**src/logic/nfc_map.svh**
```systemverilog
`ifndef NFC_MAP_SVH
`define NFC_MAP_SVH

// system clock period
`define NFC_CLK_NS        25
// least time to whole cycles, never below one
`define NFC_CYC_UP(ns)    ((((ns) + `NFC_CLK_NS - 1) / `NFC_CLK_NS) < 1 ? 1 : \
                           (((ns) + `NFC_CLK_NS - 1) / `NFC_CLK_NS))

// bus timing figures in ns (slower grade covers both grades)
`define NFC_T_RP_NS       500
`define NFC_T_RH_NS       50
`define NFC_T_RC_NS       110
`define NFC_T_WC_NS       110
`define NFC_T_WP_NS       35
`define NFC_T_PH_NS       20

`define NFC_RP_CYC        `NFC_CYC_UP(`NFC_T_RP_NS)
`define NFC_RH_CYC        `NFC_CYC_UP(`NFC_T_RH_NS)
`define NFC_RC_CYC        `NFC_CYC_UP(`NFC_T_RC_NS)
`define NFC_WC_CYC        `NFC_CYC_UP(`NFC_T_WC_NS)
`define NFC_WP_CYC        `NFC_CYC_UP(`NFC_T_WP_NS)
`define NFC_PH_CYC        `NFC_CYC_UP(`NFC_T_PH_NS)
`define NFC_WPH_CYC       (`NFC_WC_CYC - `NFC_WP_CYC)

// bus widths, word mode, and timer width
`define NFC_AW            22
`define NFC_DW            16
`define NFC_TW            8

// status bit positions
`define NFC_BIT_GTOGGLE   6
`define NFC_BIT_ETOGGLE   2
`define NFC_BIT_DPOLL     7

// user operation codes
`define NFC_OP_READ       3'h0
`define NFC_OP_WRITE      3'h1
`define NFC_OP_POLL       3'h2
`define NFC_OP_WAIT       3'h3
`define NFC_OP_RESET      3'h4

`endif

```
**src/logic/nfc_pkg.sv**
```systemverilog
package nfc_pkg;
   // controller sequencing states
   typedef enum logic [2:0] {
      S_RST,
      S_RCV,
      S_IDLE,
      S_RD,
      S_WLO,
      S_WHI,
      S_GAP,
      S_WAIT
   } nfc_state_t;
endpackage : nfc_pkg

```
**src/logic/nfc_ctrl.sv**
```systemverilog
`timescale 1ns/1ps
`include "nfc_map.svh"

// Functional notes
// - wait 50ns after reset before reading
// - wait 50ns after reset before writing
// - access may start once ready/busy high (not checked after reset: S_RCV goes to S_IDLE on its timer alone)
// - toggle bits advance per CE/OE read
// - CE/OE high 20ns between status reads
// - write cycle lasts at least 110ns
module nfc_ctrl (
   input  wire logic                  clk_sys,
   input  wire logic                  rst,
   input  wire logic                  cmd_valid,
   input  wire logic [2:0]            cmd_op,
   input  wire logic [`NFC_AW-1:0]    cmd_addr,
   input  wire logic [`NFC_DW-1:0]    cmd_wdata,
   output logic                       cmd_ready,
   output logic                       rsp_valid,
   output logic [`NFC_DW-1:0]         rsp_data,
   output logic                       rsp_stable,
   output logic                       flash_reset_n,
   output logic                       flash_ce_n,
   output logic                       flash_oe_n,
   output logic                       flash_we_n,
   output logic [`NFC_AW-1:0]         flash_addr,
   output logic [`NFC_DW-1:0]         flash_dq_out,
   output logic                       flash_dq_oe,
   input  wire logic [`NFC_DW-1:0]    flash_dq_in,
   input  wire logic                  flash_ready_busy_n
);
   nfc_pkg::nfc_state_t state;
   nfc_pkg::nfc_state_t next_state;
   logic [2:0]          op;
   logic                second_rd;
   logic [`NFC_DW-1:0]  first_word;
   logic                tmr_exp;
   logic                tmr_load;
   logic [`NFC_TW-1:0]  tmr_val;
   logic                accept;
   logic                first_rd;
   logic                rsp_fire;
   logic                rd_end;
   logic                is_poll;
   logic                poll_done;
   logic                pwr_up;

   // request decode
   assign accept   = cmd_valid && cmd_ready;
   assign is_poll  = (op == `NFC_OP_POLL);
   assign first_rd = is_poll && !second_rd;
   assign rd_end   = (state == nfc_pkg::S_RD) && tmr_exp;
   // a write answers once its full cycle is over, never earlier
   assign rsp_fire = (rd_end && !first_rd)
                   || ((state == nfc_pkg::S_WHI) && tmr_exp)
                   || ((state == nfc_pkg::S_WAIT) && flash_ready_busy_n)
                   || ((state == nfc_pkg::S_RCV) && tmr_exp);

   // next state
   always_comb begin
      next_state = state;
      case (state)
         nfc_pkg::S_RST:  if (tmr_exp && !pwr_up) next_state = nfc_pkg::S_RCV;
         // recovery before any read or write
         nfc_pkg::S_RCV:  if (tmr_exp) next_state = nfc_pkg::S_IDLE;
         nfc_pkg::S_IDLE: begin
            if (accept) begin
               case (cmd_op)
                  `NFC_OP_READ:  next_state = nfc_pkg::S_RD;
                  `NFC_OP_POLL:  next_state = nfc_pkg::S_RD;
                  `NFC_OP_WRITE: next_state = nfc_pkg::S_WLO;
                  `NFC_OP_WAIT:  next_state = nfc_pkg::S_WAIT;
                  `NFC_OP_RESET: next_state = nfc_pkg::S_RST;
                  default:       next_state = nfc_pkg::S_IDLE;
               endcase
            end
         end
         nfc_pkg::S_RD:   if (tmr_exp) next_state = nfc_pkg::S_GAP;
         nfc_pkg::S_WLO:  if (tmr_exp) next_state = nfc_pkg::S_WHI;
         nfc_pkg::S_WHI:  if (tmr_exp) next_state = nfc_pkg::S_GAP;
         // second poll read needs a fresh CE/OE edge
         nfc_pkg::S_GAP: begin
            if (tmr_exp) begin
               next_state = (is_poll && second_rd && !poll_done) ?
                            nfc_pkg::S_RD : nfc_pkg::S_IDLE;
            end
         end
         // no added delay once the device is ready
         nfc_pkg::S_WAIT: if (flash_ready_busy_n) next_state = nfc_pkg::S_IDLE;
         default:         next_state = nfc_pkg::S_RST;
      endcase
   end

   // timer reload on every state change, and once after release so that
   // the first flash reset pulse gets its full width too
   assign tmr_load = (next_state != state) || pwr_up;
   assign tmr_val  =
      (next_state == nfc_pkg::S_RST) ? `NFC_TW'(`NFC_RP_CYC - 1) :
      (next_state == nfc_pkg::S_RCV) ? `NFC_TW'(`NFC_RH_CYC - 1) :
      (next_state == nfc_pkg::S_RD)  ? `NFC_TW'(`NFC_RC_CYC - 1) :
      (next_state == nfc_pkg::S_WLO) ? `NFC_TW'(`NFC_WP_CYC - 1) :
      (next_state == nfc_pkg::S_WHI) ? `NFC_TW'(`NFC_WPH_CYC - 1) :
      (next_state == nfc_pkg::S_GAP) ? `NFC_TW'(`NFC_PH_CYC - 1) : '0;

   nfc_timer u_timer (
      .clk_sys  (clk_sys),
      .rst      (rst),
      .load     (tmr_load),
      .load_val (tmr_val),
      .expired  (tmr_exp)
   );

   // state and latched request
   always_ff @(posedge clk_sys or posedge rst) begin
      if (rst) begin
         state  <= nfc_pkg::S_RST;
         op     <= `NFC_OP_RESET;
         pwr_up <= 1'b1;
      end else begin
         state  <= next_state;
         pwr_up <= 1'b0;
         if (accept) op <= cmd_op;
      end
   end

   // poll bookkeeping: first word kept for the toggle compare
   always_ff @(posedge clk_sys or posedge rst) begin
      if (rst) begin
         second_rd  <= 1'b0;
         poll_done  <= 1'b0;
         first_word <= '0;
      end else if (accept) begin
         second_rd <= 1'b0;
         poll_done <= 1'b0;
      end else if (rd_end) begin
         second_rd  <= 1'b1;
         poll_done  <= second_rd;
         first_word <= flash_dq_in;
      end
   end

   // pins are registered from the next state, so no glitches reach the flash
   always_ff @(posedge clk_sys or posedge rst) begin
      if (rst) begin
         flash_reset_n <= 1'b0;
         flash_ce_n    <= 1'b1;
         flash_oe_n    <= 1'b1;
         flash_we_n    <= 1'b1;
         flash_dq_oe   <= 1'b0;
         cmd_ready     <= 1'b0;
      end else begin
         flash_reset_n <= (next_state != nfc_pkg::S_RST);
         flash_ce_n    <= !((next_state == nfc_pkg::S_RD) || (next_state == nfc_pkg::S_WLO)
                            || (next_state == nfc_pkg::S_WHI));
         flash_oe_n    <= (next_state != nfc_pkg::S_RD);
         flash_we_n    <= (next_state != nfc_pkg::S_WLO);
         flash_dq_oe   <= (next_state == nfc_pkg::S_WLO) || (next_state == nfc_pkg::S_WHI);
         cmd_ready     <= (next_state == nfc_pkg::S_IDLE);
      end
   end

   // address and write data held for the whole access
   always_ff @(posedge clk_sys or posedge rst) begin
      if (rst) begin
         flash_addr   <= '0;
         flash_dq_out <= '0;
      end else if (accept) begin
         flash_addr   <= cmd_addr;
         flash_dq_out <= cmd_wdata;
      end
   end

   // answer; stable means the general toggle bit stopped moving
   always_ff @(posedge clk_sys or posedge rst) begin
      if (rst) begin
         rsp_valid  <= 1'b0;
         rsp_data   <= '0;
         rsp_stable <= 1'b0;
      end else begin
         rsp_valid <= rsp_fire;
         if (rd_end && !first_rd) begin
            rsp_data   <= flash_dq_in;
            rsp_stable <= is_poll &&
               (first_word[`NFC_BIT_GTOGGLE] == flash_dq_in[`NFC_BIT_GTOGGLE]);
         end
      end
   end

   // helper counters for the timing checks
   logic [`NFC_TW-1:0] rst_hi_cnt;
   logic [`NFC_TW-1:0] rst_lo_cnt;
   always_ff @(posedge clk_sys or posedge rst) begin
      if (rst) begin
         rst_hi_cnt <= '0;
         rst_lo_cnt <= '0;
      end else begin
         rst_hi_cnt <= !flash_reset_n ? '0 : (&rst_hi_cnt ? rst_hi_cnt : rst_hi_cnt + 1'b1);
         rst_lo_cnt <= flash_reset_n ? '0 : (&rst_lo_cnt ? rst_lo_cnt : rst_lo_cnt + 1'b1);
      end
   end

   chk_read_after_reset: assert property (@(posedge clk_sys) disable iff (rst)
      $fell(flash_oe_n) |-> (rst_hi_cnt >= `NFC_TW'(`NFC_RH_CYC)))
      else $error("read started too soon after reset release");

   chk_write_after_reset: assert property (@(posedge clk_sys) disable iff (rst)
      $fell(flash_we_n) |-> (rst_hi_cnt >= `NFC_TW'(`NFC_RH_CYC)))
      else $error("write started too soon after reset release");

   chk_reset_pulse_width: assert property (@(posedge clk_sys) disable iff (rst)
      $rose(flash_reset_n) |-> (rst_lo_cnt >= `NFC_TW'(`NFC_RP_CYC)))
      else $error("reset pulse too short");

   chk_ready_no_delay: assert property (@(posedge clk_sys) disable iff (rst)
      (state == nfc_pkg::S_WAIT && flash_ready_busy_n) |=> (rsp_valid && cmd_ready))
      else $error("ready wait not answered at once");

   chk_poll_new_access: assert property (@(posedge clk_sys) disable iff (rst)
      $fell(flash_oe_n) |-> ($past(flash_ce_n) && !flash_ce_n))
      else $error("status read without fresh chip enable edge");

   // the first status read must be followed by one idle cycle, then a fresh access
   chk_ce_high_gap: assert property (@(posedge clk_sys) disable iff (rst)
      (rd_end && first_rd) |=> (flash_ce_n && flash_oe_n) ##1 (!flash_ce_n && !flash_oe_n))
      else $error("status reads not separated by a chip enable high gap");

   chk_write_cycle_len: assert property (@(posedge clk_sys) disable iff (rst)
      $fell(flash_we_n) |-> (!flash_ce_n && flash_dq_oe)[*5])
      else $error("write cycle shorter than minimum");
endmodule : nfc_ctrl

```
**src/logic/nfc_timer.sv**
```systemverilog
`timescale 1ns/1ps
`include "nfc_map.svh"

module nfc_timer (
   input  wire logic                  clk_sys,
   input  wire logic                  rst,
   input  wire logic                  load,
   input  wire logic [`NFC_TW-1:0]    load_val,
   output logic                       expired
);
   logic [`NFC_TW-1:0] cnt;

   // down counter, parks at zero
   always_ff @(posedge clk_sys or posedge rst) begin
      if (rst) begin
         cnt <= '0;
      end else if (load) begin
         cnt <= load_val;
      end else if (cnt != '0) begin
         cnt <= cnt - 1'b1;
      end
   end

   assign expired = (cnt == '0);
endmodule : nfc_timer

```
**config.mk**
```make
export PLATFORM = sky130hd
export DESIGN_NAME = nfc_ctrl
export DESIGN_NICKNAME = d
export VERILOG_FILES = /design/src/logic/nfc_pkg.sv /design/src/logic/nfc_ctrl.sv /design/src/logic/nfc_timer.sv
export VERILOG_INCLUDE_DIRS = /design/src /design/src/logic
export SDC_FILE = /design/constraint.sdc
export NUM_CORES = 1
export LEC_CHECK = 0
export ABC_AREA = 1
export BUFFER_PORTS_ARGS = -buffer_cell sky130_fd_sc_hd__buf_2
export CELL_PAD_IN_SITES_DETAIL_PLACEMENT = 1
export CELL_PAD_IN_SITES_GLOBAL_PLACEMENT = 1
export CORE_ASPECT_RATIO = 1.5
export CORE_MARGIN = 5
export CORE_UTILIZATION = 34
export CTS_BUF_LIST = sky130_fd_sc_hd__clkbuf_8
export DETAILED_ROUTE_END_ITERATION = 6
export PLACE_DENSITY_LB_ADDON = 0.1
export SLEW_MARGIN = 15
export SYNTH_ARGS = -nofsm -noshare
export SYNTH_HDL_FRONTEND = slang
export SYNTH_HIERARCHICAL = 1
export SYNTH_SLANG_ARGS = --single-unit
```
**constraint.sdc**
```tcl
create_clock -name clk_sys -period 2.26 [get_ports clk_sys]
set_clock_uncertainty 0.1 [all_clocks]
set_input_delay 0.226 -clock clk_sys [delete_from_list [all_inputs] [get_ports clk_sys]]
set_output_delay 0.226 -clock clk_sys [all_outputs]
set_load 0.01 [all_outputs]
```
==> reports/metrics.csv, run 1 <==
stage,metric,value,unit
global_routing,GR Layer Usage met2,33.82,%
synth,post-synthesis mux area share,6.688,%
global_routing,global route hottest layer,met2,
final_layout,Antenna Cells,0,
detailed_routing,Via density,4.625,
global_routing,global-route track usage on met1,21.08,%
final_layout,FF+latch area,0.002008,mm2
synth,post-synthesis adder-cell area fraction,0.3539,%
final_layout,area of the multi-input gates,0.001451,mm2
cts,Clock Sinks,80,
power,Clock power frac,19.7,%
detailed_routing,drt initial violations,59,
critical_path,Top delay family on crit path,simple AND/OR/NAND/NOR gates,
placement,placed cell area,0.004383,mm2
cts,CTS buffer count,9,
critical_path,Reg2Reg Launch Point,u_timer/cnt[1]$_DFFE_PP0P_,
critical_path,Critical Path Start,u_timer/cnt[1]$_DFFE_PP0P_,
synth,Netlist cell types,33,
sta,slew margin rel.,62.77,%
power,P_sw,0.002304,W
critical_path,CP max stage cell,dfrtp_1,
placement,"worst slack, placed",-33.51,ps
critical_path,data required time of the critical path,2460,ps
sta,Final WS setup,138.8,ps
cts,clock slew at reported path FFs,80,ps
critical_path,crit-path max cell delay,400,ps
final_layout,fillers,1194,
status,status,"complete, no violations",
cts,H-tree depth,3,
cts,CTS tree,done,
critical_path,WP data arrival,2320,ps
die,area of the core,0.01013,mm2
power,internal power,0.003678,W
sta,Worst Tran Pin Value,557.6,ps
critical_path,worst path buffer plus inverter count,2,
global_routing,met3 usage,3.344,%
detailed_routing,number of remaining DRC errors,0,
synth,Synth warnings,6,
sta,Final period util,93.86,%
global_routing,first-pass GRT wire length,18240,um
synth,xor and xnor area share after synthesis,0.9908,%
placement,gp weighted congestion,0.7461,
global_routing,GRT overflow,0,
placement,Detail Placement HPWL,7213,um
power,P per Cell Area,1142,mW/mm2
sta,min Tclk post-route,2121,ps
sta,WHS,61.64,ps
synth,main combinational cell family by area after synthesis,simple AND/OR/NAND/NOR gates,
detailed_routing,Avg WL per Cell,15.79,um
global_routing,vias in the first global route,3640,
final_layout,layout cells sized above 1,38.53,%
hold_path,Hold WC Path Type,primary input to register,
run,Max Cap Viol,0,
power,peak supply drop,0.6108,mV
sta,setup violators final,0,
synth,post-synthesis simple-gate area fraction,27.11,%
global_routing,number of antenna violations at the first check in global routing,0,
critical_path,"Cell Chain, Critical Path",inv_2 -> ha_4 -> nand2_4 -> nor2_8 -> inv_1 -> nor3_1 -> nand2_1 -> nand3_2 -> nand2_4 -> nand2_2 -> nand3_4 -> nor2_4 -> nand3_1 -> nand2_1,
final_layout,layout net count,641,
synth,Compound-Gate Fraction of Synth Area,3.397,%
final_layout,Non-Filler Instances,701,
detailed_routing,drt first pass iters,4,
die,Starting Density,34.89,%
detailed_routing,drt total wl,11070,um
critical_path,CP Capture Type,register,
die,num rows,45,
sta,f_max,471.4,MHz
die,Chip Height,134.9,um
global_routing,largest net degree at the start of global routing,42,
hold_path,HP Start,flash_dq_in[6],
critical_path,"Max FO, Critical Path",6,
final_layout,Area Overhead vs Synth,48.20,%
power,combinational cell fraction of total power,41.9,%
die,die width,93.27,um
cts,CTS Root Cell,clkbuf_8,
cts,worst-skew pair later-pin latency,350,ps
synth,number of synthesized register bits,80,
die,io pins,123,
power,Seq pwr share,38.4,%
detailed_routing,vias,3242,
synth,Netlist Area Pre-Place,0.003536,mm2
global_routing,GRT Util Overall,18.48,%
power,Static Leak,2.952,nW
critical_path,Critical Path Source Type,register,
final_layout,final core occ,51.70,%
sta,Final Hold Vio Count,0,
power,sw frac,38.52,%
synth,Mean Syn Cell Area,9.354,um2
final_layout,Final Instance Area,0.005240,mm2
die,die area,0.01258,mm2
synth,Gate Count Post-Synth,378,
placement,Placed Instances,624,
sta,max-slew violations,0,
synth,post-synthesis sequential area ratio,56.79,%
placement,port buffer count,122,
detailed_routing,post-route ant nets,0,
cts,CTS max path bufs,2,
critical_path,Setup CP Type,register to register,
==> area by class of cell <==
cell class                      count  area share, %
Tap cell                          117          2.794
Timing Repair Buffer              196          25.07
Multi-Input combinational cell    265          27.70
Clock buffer                        9          2.364
Sequential cell                    80          38.32
Inverter                           27          1.934
Clock inverter                      7          1.815
==> synth_stat cells (all sizes together) <==
| master | count | area share (%) |
|---|---|---|
| dfstp | 5 | 3.7 |
| inv | 27 | 2.9 |
| xor2 | 3 | 0.74 |
| xnor2 | 1 | 0.25 |
| ha | 1 | 0.35 |
| o21ai | 11 | 1.9 |
| dfrtp | 75 | 53 |
| a21oi | 3 | 0.42 |
| o21a | 1 | 0.21 |
| o31ai | 1 | 0.21 |
| nand2 | 173 | 19 |
| a22oi | 1 | 0.21 |
| conb | 1 | 0.11 |
| clkbuf | 6 | 0.64 |
| nor2 | 24 | 3.6 |
| o311ai | 1 | 0.25 |
| buf | 5 | 1.1 |
| nand3 | 20 | 3.9 |
| mux2 | 16 | 6.7 |
| o211ai | 1 | 0.21 |
| nor3 | 2 | 0.28 |
==> layout by cell type (no fill, tap or decap), types with 6 or more instances in the layout <==
cell           instances
inv_2                 12
clkbuf_8               9
dfrtp_1               75
nor2_1                15
mux2_4                15
buf_2                122
o21ai_0                6
inv_1                 15
nand3_1               11
nand3_2                8
dlygate4sd3_1         54
nand2_1              163
nand2_2                6
nor2_2                 6
buf_4                 19
==> per-stage QoR <==
stage,setup TNS [ps],power [W]
6_report,0,0.005983
5_1_grt,-40.84,0.006449
4_1_cts,0,0.005941
3_5_place_dp,-84.66,0.004599
3_3_place_gp,0,0.004502
2_1_floorplan,0,0.003645
==> timing repair <==
item / in CTS / in global routing
cloned: 0 / 1
endpoints found under the setup margin: 8 / 8
buffers inserted: 2 / 4
hold endpoints to repair: 78 / 0
gates resized for setup: 4 / 11
hold buffers: 54 / 0
pin swaps: 1 / 6
==> sequential cells by signal (all words and copies together), names as in the netlist, 3 cells and up <==
signal / flops
flash_addr: 22
flash_dq_out: 16
rsp_data: 16
u_timer/cnt: 8
op: 3
state: 3
==> layer usage <==
metal  up-vias  wire length, um
met5         -                0
met4         0              232
met3        22              522
met2        83             5869
met1      1565             4444
li1       1572                -
==> worst paths after layout <==
path                                                end  slack [ps]  cells past startpoint
setup / recovery             u_timer/cnt[7]$_DFFE_PP0P_         140                     14
hold / removal                first_word[6]$_DFFE_PP0P_          60                      3
setup reg to reg             u_timer/cnt[7]$_DFFE_PP0P_         140                     14
hold reg to reg            flash_dq_out[11]$_DFFE_PP0N_         380                      2
max in group asynchronous     flash_addr[7]$_DFFE_PP0N_        1010                      4
min in group asynchronous    u_timer/cnt[2]$_DFFE_PP0P_         300                      3
==> worst min-delay path, stage by stage <==
cell and delay (ps):
buf_2 110, inv_1 60, o21ai_0 80
==> power by group through the flow <==
stage          clock [W]  sequential [W]  combinational (W)
2_1_floorplan          0         0.00246            0.00118
3_3_place_gp           0         0.00229            0.00221
3_5_place_dp           0         0.00231            0.00229
4_1_cts          0.00122         0.00229            0.00243
5_1_grt          0.00129         0.00236            0.00280
6_report         0.00118         0.00230            0.00251
==> cell families (layout without fill, tap and decap cells) <==
kind of cell,after synthesis,after routing
multiplexers,16,16
flip-flops,80,80
other,1,5
adder cells (fa/ha/maj),1,1
buffers and inverters,38,239
AND/OR/NAND/NOR,219,220
XOR/XNOR,4,4
AO/OA/AOI/OAI,19,19
(Power assumes the default switching activity.)
==> inputs of run 2 (changes only) <==
--- a/config.mk
+++ b/config.mk
@@ -16,7 +16,7 @@
 export CTS_BUF_LIST = sky130_fd_sc_hd__clkbuf_8
 export DETAILED_ROUTE_END_ITERATION = 6
 export PLACE_DENSITY_LB_ADDON = 0.1
-export SLEW_MARGIN = 15
+export SLEW_MARGIN = 10
 export SYNTH_ARGS = -nofsm -noshare
 export SYNTH_HDL_FRONTEND = slang
 export SYNTH_HIERARCHICAL = 1
==> constraint.sdc (replaced) <==
create_clock -name clk_sys -period 1.8 [get_ports clk_sys]
set_clock_uncertainty 0.1 [all_clocks]
set_input_delay 0.18 -clock clk_sys [delete_from_list [all_inputs] [get_ports clk_sys]]
set_output_delay 0.18 -clock clk_sys [all_outputs]
set_load 0.01 [all_outputs]
==> run 2 against run 1 <==
  * The run now ends with negative setup slack left
  * Final cell count is 5.3% higher
  * Combinational power is 55% higher
  * Via count is 5.0% higher
  * Global-route usage is 0.41 points higher
  * Cell area is 8.0% higher
  * Non-clock buffer count is 38 higher
  * Flip-flop and latch count stayed put
  * Fmax is 5.4% lower
  * Clock power is 21% higher
  * First-iteration DRC count is 17% higher
  * Sequential power is 24% higher
==> reports/metrics.csv, run 2 (synthesis gave the netlist of run 1 again) <==
stage,metric,value,unit,change
final_layout,Antenna Cells,0,,unchanged
detailed_routing,Via density,4.614,,-0.24%
detailed_routing,post-route ant nets,0,,unchanged
critical_path,WP data arrival,2440,ps,+120 ps
detailed_routing,Avg WL per Cell,15.88,um,+0.55%
critical_path,CP max stage cell,dfrtp_1,,
critical_path,"Cell Chain, Critical Path",inv_2 -> ha_4 -> nand2_4 -> nor2_8 -> inv_1 -> o21ai_0 -> buf_4 -> nand2_4 -> nand2_1 -> nand3_4 -> buf_6 -> nor2_4 -> nand3_2 -> nand2_2,,
detailed_routing,drt first pass iters,4,,unchanged
final_layout,biggest regs,"flash_addr x22, flash_dq_out x16, rsp_data x16",,
cts,worst-skew pair later-pin latency,350,ps,about the same
sta,max-slew violations,0,,unchanged
status,violations in the final reports,negative setup slack,,
global_routing,number of antenna violations at the first check in global routing,0,,unchanged
global_routing,vias in the first global route,3715,,+2.1%
critical_path,worst path buffer plus inverter count,4,,+2
final_layout,Non-Filler Instances,738,,+5.3%
critical_path,Top delay family on crit path,simple AND/OR/NAND/NOR gates,,
final_layout,Largest Register,flash_addr,,
critical_path,data required time of the critical path,1990,ps,-470 ps
hold_path,HP Start,flash_dq_in[6],,
placement,port buffer count,122,,unchanged
die,io pins,123,,unchanged
detailed_routing,vias,3405,,+5.0%
critical_path,Critical Path Start,u_timer/cnt[1]$_DFFE_PP0P_,,
placement,gp weighted congestion,0.7694,,+3.1%
final_layout,fillers,1188,,-0.50%
final_layout,"commonest non-fill, non-tap cell in the layout",nand2_1,,
sta,setup tns final,-7414,ps,-7414 ps
final_layout,layout net count,678,,+5.8%
sta,Worst Tran Pin Value,572.6,ps,+14.96 ps
final_layout,max reg flops,22,,unchanged
sta,min Tclk post-route,2243,ps,+122.1 ps
run,Max Cap Viol,0,,unchanged
cts,CTS buffer count,9,,unchanged
die,Chip Height,134.9,um,unchanged
die,die width,93.27,um,unchanged
detailed_routing,drt total wl,11720,um,+5.9%
final_layout,most frequent cells in the layout,"nand2_1, buf_2, dfrtp_1",,
die,die area,0.01258,mm2,unchanged
global_routing,GRT overflow,0,,unchanged
cts,H-tree depth,3,,unchanged
global_routing,GRT Util Overall,18.89,%,+0.41 points
final_layout,Final Instance Area,0.005662,mm2,+8.0%
power,Design Power,0.008183,W,+37%
sta,f_max,445.8,MHz,-5.4%
sta,Final Hold Vio Count,0,,unchanged
sta,Final period util,124.6,%,+31 points
critical_path,crit-path max cell delay,420,ps,+20 ps
power,peak supply drop,0.8188,mV,+34%
die,num rows,45,,unchanged
critical_path,"most used cell, CP",nand2_4,,
sta,Final WS setup,-443.3,ps,-582.1 ps
power,P per Cell Area,1445,mW/mm2,+27%
die,Starting Density,34.89,%,unchanged
critical_path,Critical Path Source Type,register,,
cts,CTS tree,done,,
placement,Placed Instances,654,,+4.8%
global_routing,largest net degree at the start of global routing,45,,+7.1%
cts,clock slew at reported path FFs,80,ps,about the same
sta,RSZ-0062 raised after global routing,yes,,
critical_path,Setup CP Type,register to register,,
cts,CTS max path bufs,2,,unchanged
critical_path,CP Capture Type,register,,
placement,placed cell area,0.004619,mm2,+5.4%
critical_path,"Max FO, Critical Path",6,,unchanged
status,status,finished with violations,,
cts,Clock Sinks,80,,unchanged
sta,setup violators final,31,,+31
power,Static Leak,3.185,nW,+7.9%
cts,CTS Root Cell,clkbuf_8,,
die,area of the core,0.01013,mm2,unchanged
placement,Detail Placement HPWL,7438,um,+3.1%
final_layout,layout cells sized above 1,43.00,%,+4.5 points
hold_path,Hold WC Path Type,primary input to register,,
final_layout,Area Overhead vs Synth,60.12,%,
sta,slew margin rel.,61.83,%,-0.94 points
critical_path,Reg2Reg Launch Point,u_timer/cnt[1]$_DFFE_PP0P_,,
detailed_routing,drt initial violations,69,,+17%
detailed_routing,number of remaining DRC errors,0,,unchanged
global_routing,first-pass GRT wire length,18530,um,+1.6%
run 2: per-layer routing:
layer  routed length (um)  GRT usage [%]  share of wire (%)  up-vias
met5                    0              0                  0        -
met4                  278          7.498                2.4        0
met3                  506          3.344                4.3       23
met2                 6319          34.94                 54       79
met1                 4612          21.06                 39     1656
li1                     -              -                  -     1647
run 2: worst register-to-register path, stage by stage, from the launching register on:
cell     delay [ps]
dfrtp_1         420
inv_2           110
ha_4            160
nand2_4          70
nor2_8          110
inv_1           110
o21ai_0         210
buf_4           150
nand2_4          50
nand2_1         100
nand3_4         120
buf_6           140
nor2_4          180
nand3_2         110
nand2_2          70
run 2: cell type report:
type	instances	area [um2]	area share, %
Sequential cell	80	2008	35.47
Multi-Input combinational cell	264	1505	26.59
Clock buffer	9	123.9	2.188
Timing Repair Buffer	234	1680	29.68
Inverter	27	110.1	1.945
Clock inverter	7	87.58	1.547
Tap cell	117	146.4	2.586
run 2: path summary, 6_finish.rpt:
check,to,slack (ps),cells after the start
worst max-delay path,u_timer/cnt[7]$_DFFE_PP0P_,-440,14
min in group asynchronous,u_timer/cnt[3]$_DFFE_PP0P_,230,3
worst min-delay path,rsp_data[6]$_DFFE_PP0P_,4,3
worst min register to register,flash_dq_out[14]$_DFFE_PP0N_,380,2
max in group asynchronous,rsp_data[5]$_DFFE_PP0P_,760,4
worst max register to register,u_timer/cnt[7]$_DFFE_PP0P_,-440,14
run 2: stage by stage:
| step | hold WS (ps) | util, % | setup WS, ps |
|---|---|---|---|
| floorplan | -104.3 | - | -285.2 |
| CTS | 1.444 | 54.85 | -326.4 |
| global route | 9.174 | 55.86 | -556.2 |
| finish | 4.014 | 55.86 | -443.3 |
| detailed placement | 71.46 | 45.58 | -357.0 |
| global placement | 75.85 | 45.58 | -288.6 |
run 2: where the power goes:
group | total (W) | internal [W] | switching (W)
combinational | 0.00389 | 0.00184 | 0.00205
sequential | 0.00286 | 0.00247 | 0.000393
clock | 0.00143 | 0.000771 | 0.000659
total | 0.00818 | 0.00508 | 0.00311
run 2: timing repair:
item                                   CTS  global route
gates resized for setup                 17            15
endpoints found under the hold margin  128             0
setup endpoints to repair               28            33
setup buffers                            4             8
pin swaps                                4             8
hold buffers                            54             0
cloned                                   3             0
==> inputs of run 3 (changes only) <==
--- a/config.mk
+++ b/config.mk
@@ -12,7 +12,7 @@
 export CELL_PAD_IN_SITES_GLOBAL_PLACEMENT = 1
 export CORE_ASPECT_RATIO = 1.5
 export CORE_MARGIN = 5
-export CORE_UTILIZATION = 34
+export CORE_UTILIZATION = 30
 export CTS_BUF_LIST = sky130_fd_sc_hd__clkbuf_8
 export DETAILED_ROUTE_END_ITERATION = 6
 export PLACE_DENSITY_LB_ADDON = 0.1
==> run 3 against run 2 <==
  * The flow still finishes with violations (negative setup slack)
  * Global-route usage decreased by 3.2 points
  * Sequential share of layout area decreased by 0.16 points
  * Combinational power decreased by 7.7%
  * Clock power increased by 10%
  * Register-to-register slack improved by 110 ps
  * Largest cell class unchanged
==> reports/metrics.csv, run 3 (synthesis gave the netlist of run 1 again) <==
stage,metric,value,unit,change
final_layout,most frequent cells in the layout,"nand2_1, buf_2, dfrtp_1",,
final_layout,Area Overhead vs Synth,60.86,%,
run,Max Cap Viol,0,,unchanged
die,die width,98.64,um,+5.8%
status,status,finished with violations,,
die,area of the core,0.01153,mm2,+14%
critical_path,Levels on crit path,14,,unchanged
power,Static Leak,3.179,nW,-0.17%
global_routing,largest net degree at the start of global routing,45,,unchanged
placement,Detail Placement HPWL,7688,um,+3.4%
die,Starting Density,30.66,%,-4.2 points
global_routing,met3 usage,3.324,%,-0.021 points
sta,RSZ-0062 raised after global routing,yes,,
cts,CTS max path bufs,2,,unchanged
cts,worst-skew pair later-pin latency,350,ps,about the same
global_routing,GRT Util Overall,15.70,%,-3.2 points
cts,CTS tree,done,,
hold_path,worst hold stages,3,,unchanged
detailed_routing,vias,3323,,-2.4%
sta,setup violators final,31,,unchanged
power,P per Cell Area,1411,mW/mm2,-2.3%
cts,Clock Sinks,80,,unchanged
final_layout,layout net count,675,,-0.44%
global_routing,GR Layer Usage met2,30.48,%,-4.5 points
critical_path,"Max FO, Critical Path",6,,unchanged
critical_path,"Cell Chain, Critical Path",inv_2 -> ha_4 -> nand2_4 -> nor2_8 -> inv_2 -> nand2_1 -> nand3_1 -> o211ai_1 -> nor3_2 -> nand3_4 -> buf_6 -> nor2_4 -> nand3_2 -> nand2_1,,
final_layout,layout cells sized above 1,42.39,%,-0.60 points
final_layout,final core occ,49.33,%,-6.5 points
critical_path,WP data arrival,2320,ps,-120 ps
die,num rows,48,,+6.7%
detailed_routing,number of remaining DRC errors,0,,unchanged
global_routing,global route hottest layer,met2,,
power,peak supply drop,0.6871,mV,-16%
final_layout,Largest Register,flash_addr,,
sta,max-slew violations,0,,unchanged
cts,H-tree depth,3,,unchanged
power,Design Power,0.008028,W,-1.9%
global_routing,number of antenna violations at the first check in global routing,0,,unchanged
detailed_routing,drt first pass iters,4,,unchanged
detailed_routing,drt initial violations,68,,-1.4%
die,io pins,123,,unchanged
critical_path,worst r2r path cells,14,,unchanged
cts,CTS Root Cell,clkbuf_8,,
detailed_routing,Via density,4.327,,-6.2%
critical_path,data required time of the critical path,2000,ps,about the same
final_layout,max reg flops,22,,unchanged
sta,slew margin rel.,62.09,%,+0.26 points
final_layout,biggest regs,"flash_addr x22, flash_dq_out x16, rsp_data x16",,
detailed_routing,post-route ant nets,0,,unchanged
final_layout,"commonest non-fill, non-tap cell in the layout",nand2_1,,
critical_path,worst path buffer plus inverter count,3,,-1
critical_path,Critical Path Source Type,register,,
cts,CTS buffer count,9,,unchanged
sta,Final period util,118.3,%,-6.4 points
global_routing,first-pass GRT wire length,17620,um,-4.9%
sta,setup tns final,-4790,ps,+2625 ps
detailed_routing,Avg WL per Cell,14.00,um,-12%
die,Chip Height,143.0,um,+6.0%
status,violations in the final reports,negative setup slack,,
placement,gp weighted congestion,0.7694,,unchanged
critical_path,CP Capture Type,register,,
sta,Final WS setup,-328.9,ps,+114.4 ps
hold_path,Hold WC Path Type,primary input to register,,
critical_path,crit-path max cell delay,360,ps,-60 ps
sta,Worst Tran Pin Value,568.7,ps,-3.927 ps
sta,f_max,469.7,MHz,+5.4%
sta,min Tclk post-route,2129,ps,-114.4 ps
global_routing,global-route track usage on met1,16.39,%,-4.7 points
global_routing,GRT overflow,0,,unchanged
sta,Final Hold Vio Count,0,,unchanged
critical_path,CP max stage cell,dfrtp_1,,
cts,clock slew at reported path FFs,80,ps,about the same
global_routing,vias in the first global route,3627,,-2.4%
critical_path,Top delay family on crit path,simple AND/OR/NAND/NOR gates,,
detailed_routing,drt total wl,10750,um,-8.2%
final_layout,Antenna Cells,0,,unchanged
placement,port buffer count,122,,unchanged
critical_path,Setup CP Type,register to register,,
die,die area,0.01410,mm2,+12%
[run 3: changes by cell type in the layout (fill, tap and decap cells not counted), moves of 2 or more]
| cell | delta |
|---|---|
| buf_6 | -3 |
| buf_4 | -2 |
| clkinv_2 | -2 |
| dlygate4sd3_1 | +2 |
| inv_2 | +2 |
[run 3: timing repair]
item | 4_1_cts | 5_1_grt
endpoints found under the hold margin | 131 | 0
gates cloned | 3 | 0
pin swaps | 5 | 13
setup endpoints to repair | 28 | 33
resized for setup | 17 | 10
hold buffers | 56 | 0
setup buffers | 6 | 4
[run 3: power by group]
group	internal [W]	switching, W
Combinational	0.00170	0.00189
Sequential	0.00247	0.000386
Clock	0.000915	0.000668
[run 3: layer usage]
metal | vias up | share of wire, %
met5 | - | 0
met2 | 69 | 56
met3 | 13 | 4.3
li1 | 1643 | -
met4 | 0 | 1.9
met1 | 1598 | 37
[run 3: final cells by class]
type / count / area (um2)
clock buffer: 9 / 123.9
clock inverter: 7 / 111.4
fill: 1384 / 5843
inverter: 27 / 107.6
multi-input combinational: 264 / 1495
sequential: 80 / 2008
tap: 150 / 187.7
timing repair buffer: 231 / 1654
[run 3: final timing paths]
kind | from | to | slack (ps)
setup / recovery | u_timer/cnt[0]$_DFFE_PP0P_ | u_timer/cnt[5]$_DFFE_PP0P_ | -330
hold / removal | flash_ready_busy_n | rsp_valid$_DFF_PP0_ | 90
setup reg to reg | u_timer/cnt[0]$_DFFE_PP0P_ | u_timer/cnt[5]$_DFFE_PP0P_ | -330
hold reg to reg | flash_dq_out[4]$_DFFE_PP0N_ | flash_dq_out[4]$_DFFE_PP0N_ | 380
max in group asynchronous | rst | rsp_data[10]$_DFFE_PP0P_ | 740
min in group asynchronous | rst | u_timer/cnt[1]$_DFFE_PP0P_ | 240
[run 3: tightest hold or removal path, cell delays in order]
cell and delay, ps:
buf_2 100, inv_1 70, o311ai_0 130
[run 3: metrics by stage]
| step | setup WS (ps) | hold slack, ps | instances | cell area, um2 |
|---|---|---|---|---|
| final | -328.9 | 89.99 | 768 | 5688 |
| after global routing | -483.5 | 125.2 | 768 | 5688 |
| after CTS | -317.2 | 79.71 | 765 | 5635 |
| after detailed placement | -386.1 | 75.76 | 684 | 4638 |
| after global placement | -301.7 | 74.00 | 684 | 4638 |
| after floorplan | -285.2 | -104.3 | 382 | 3583 |
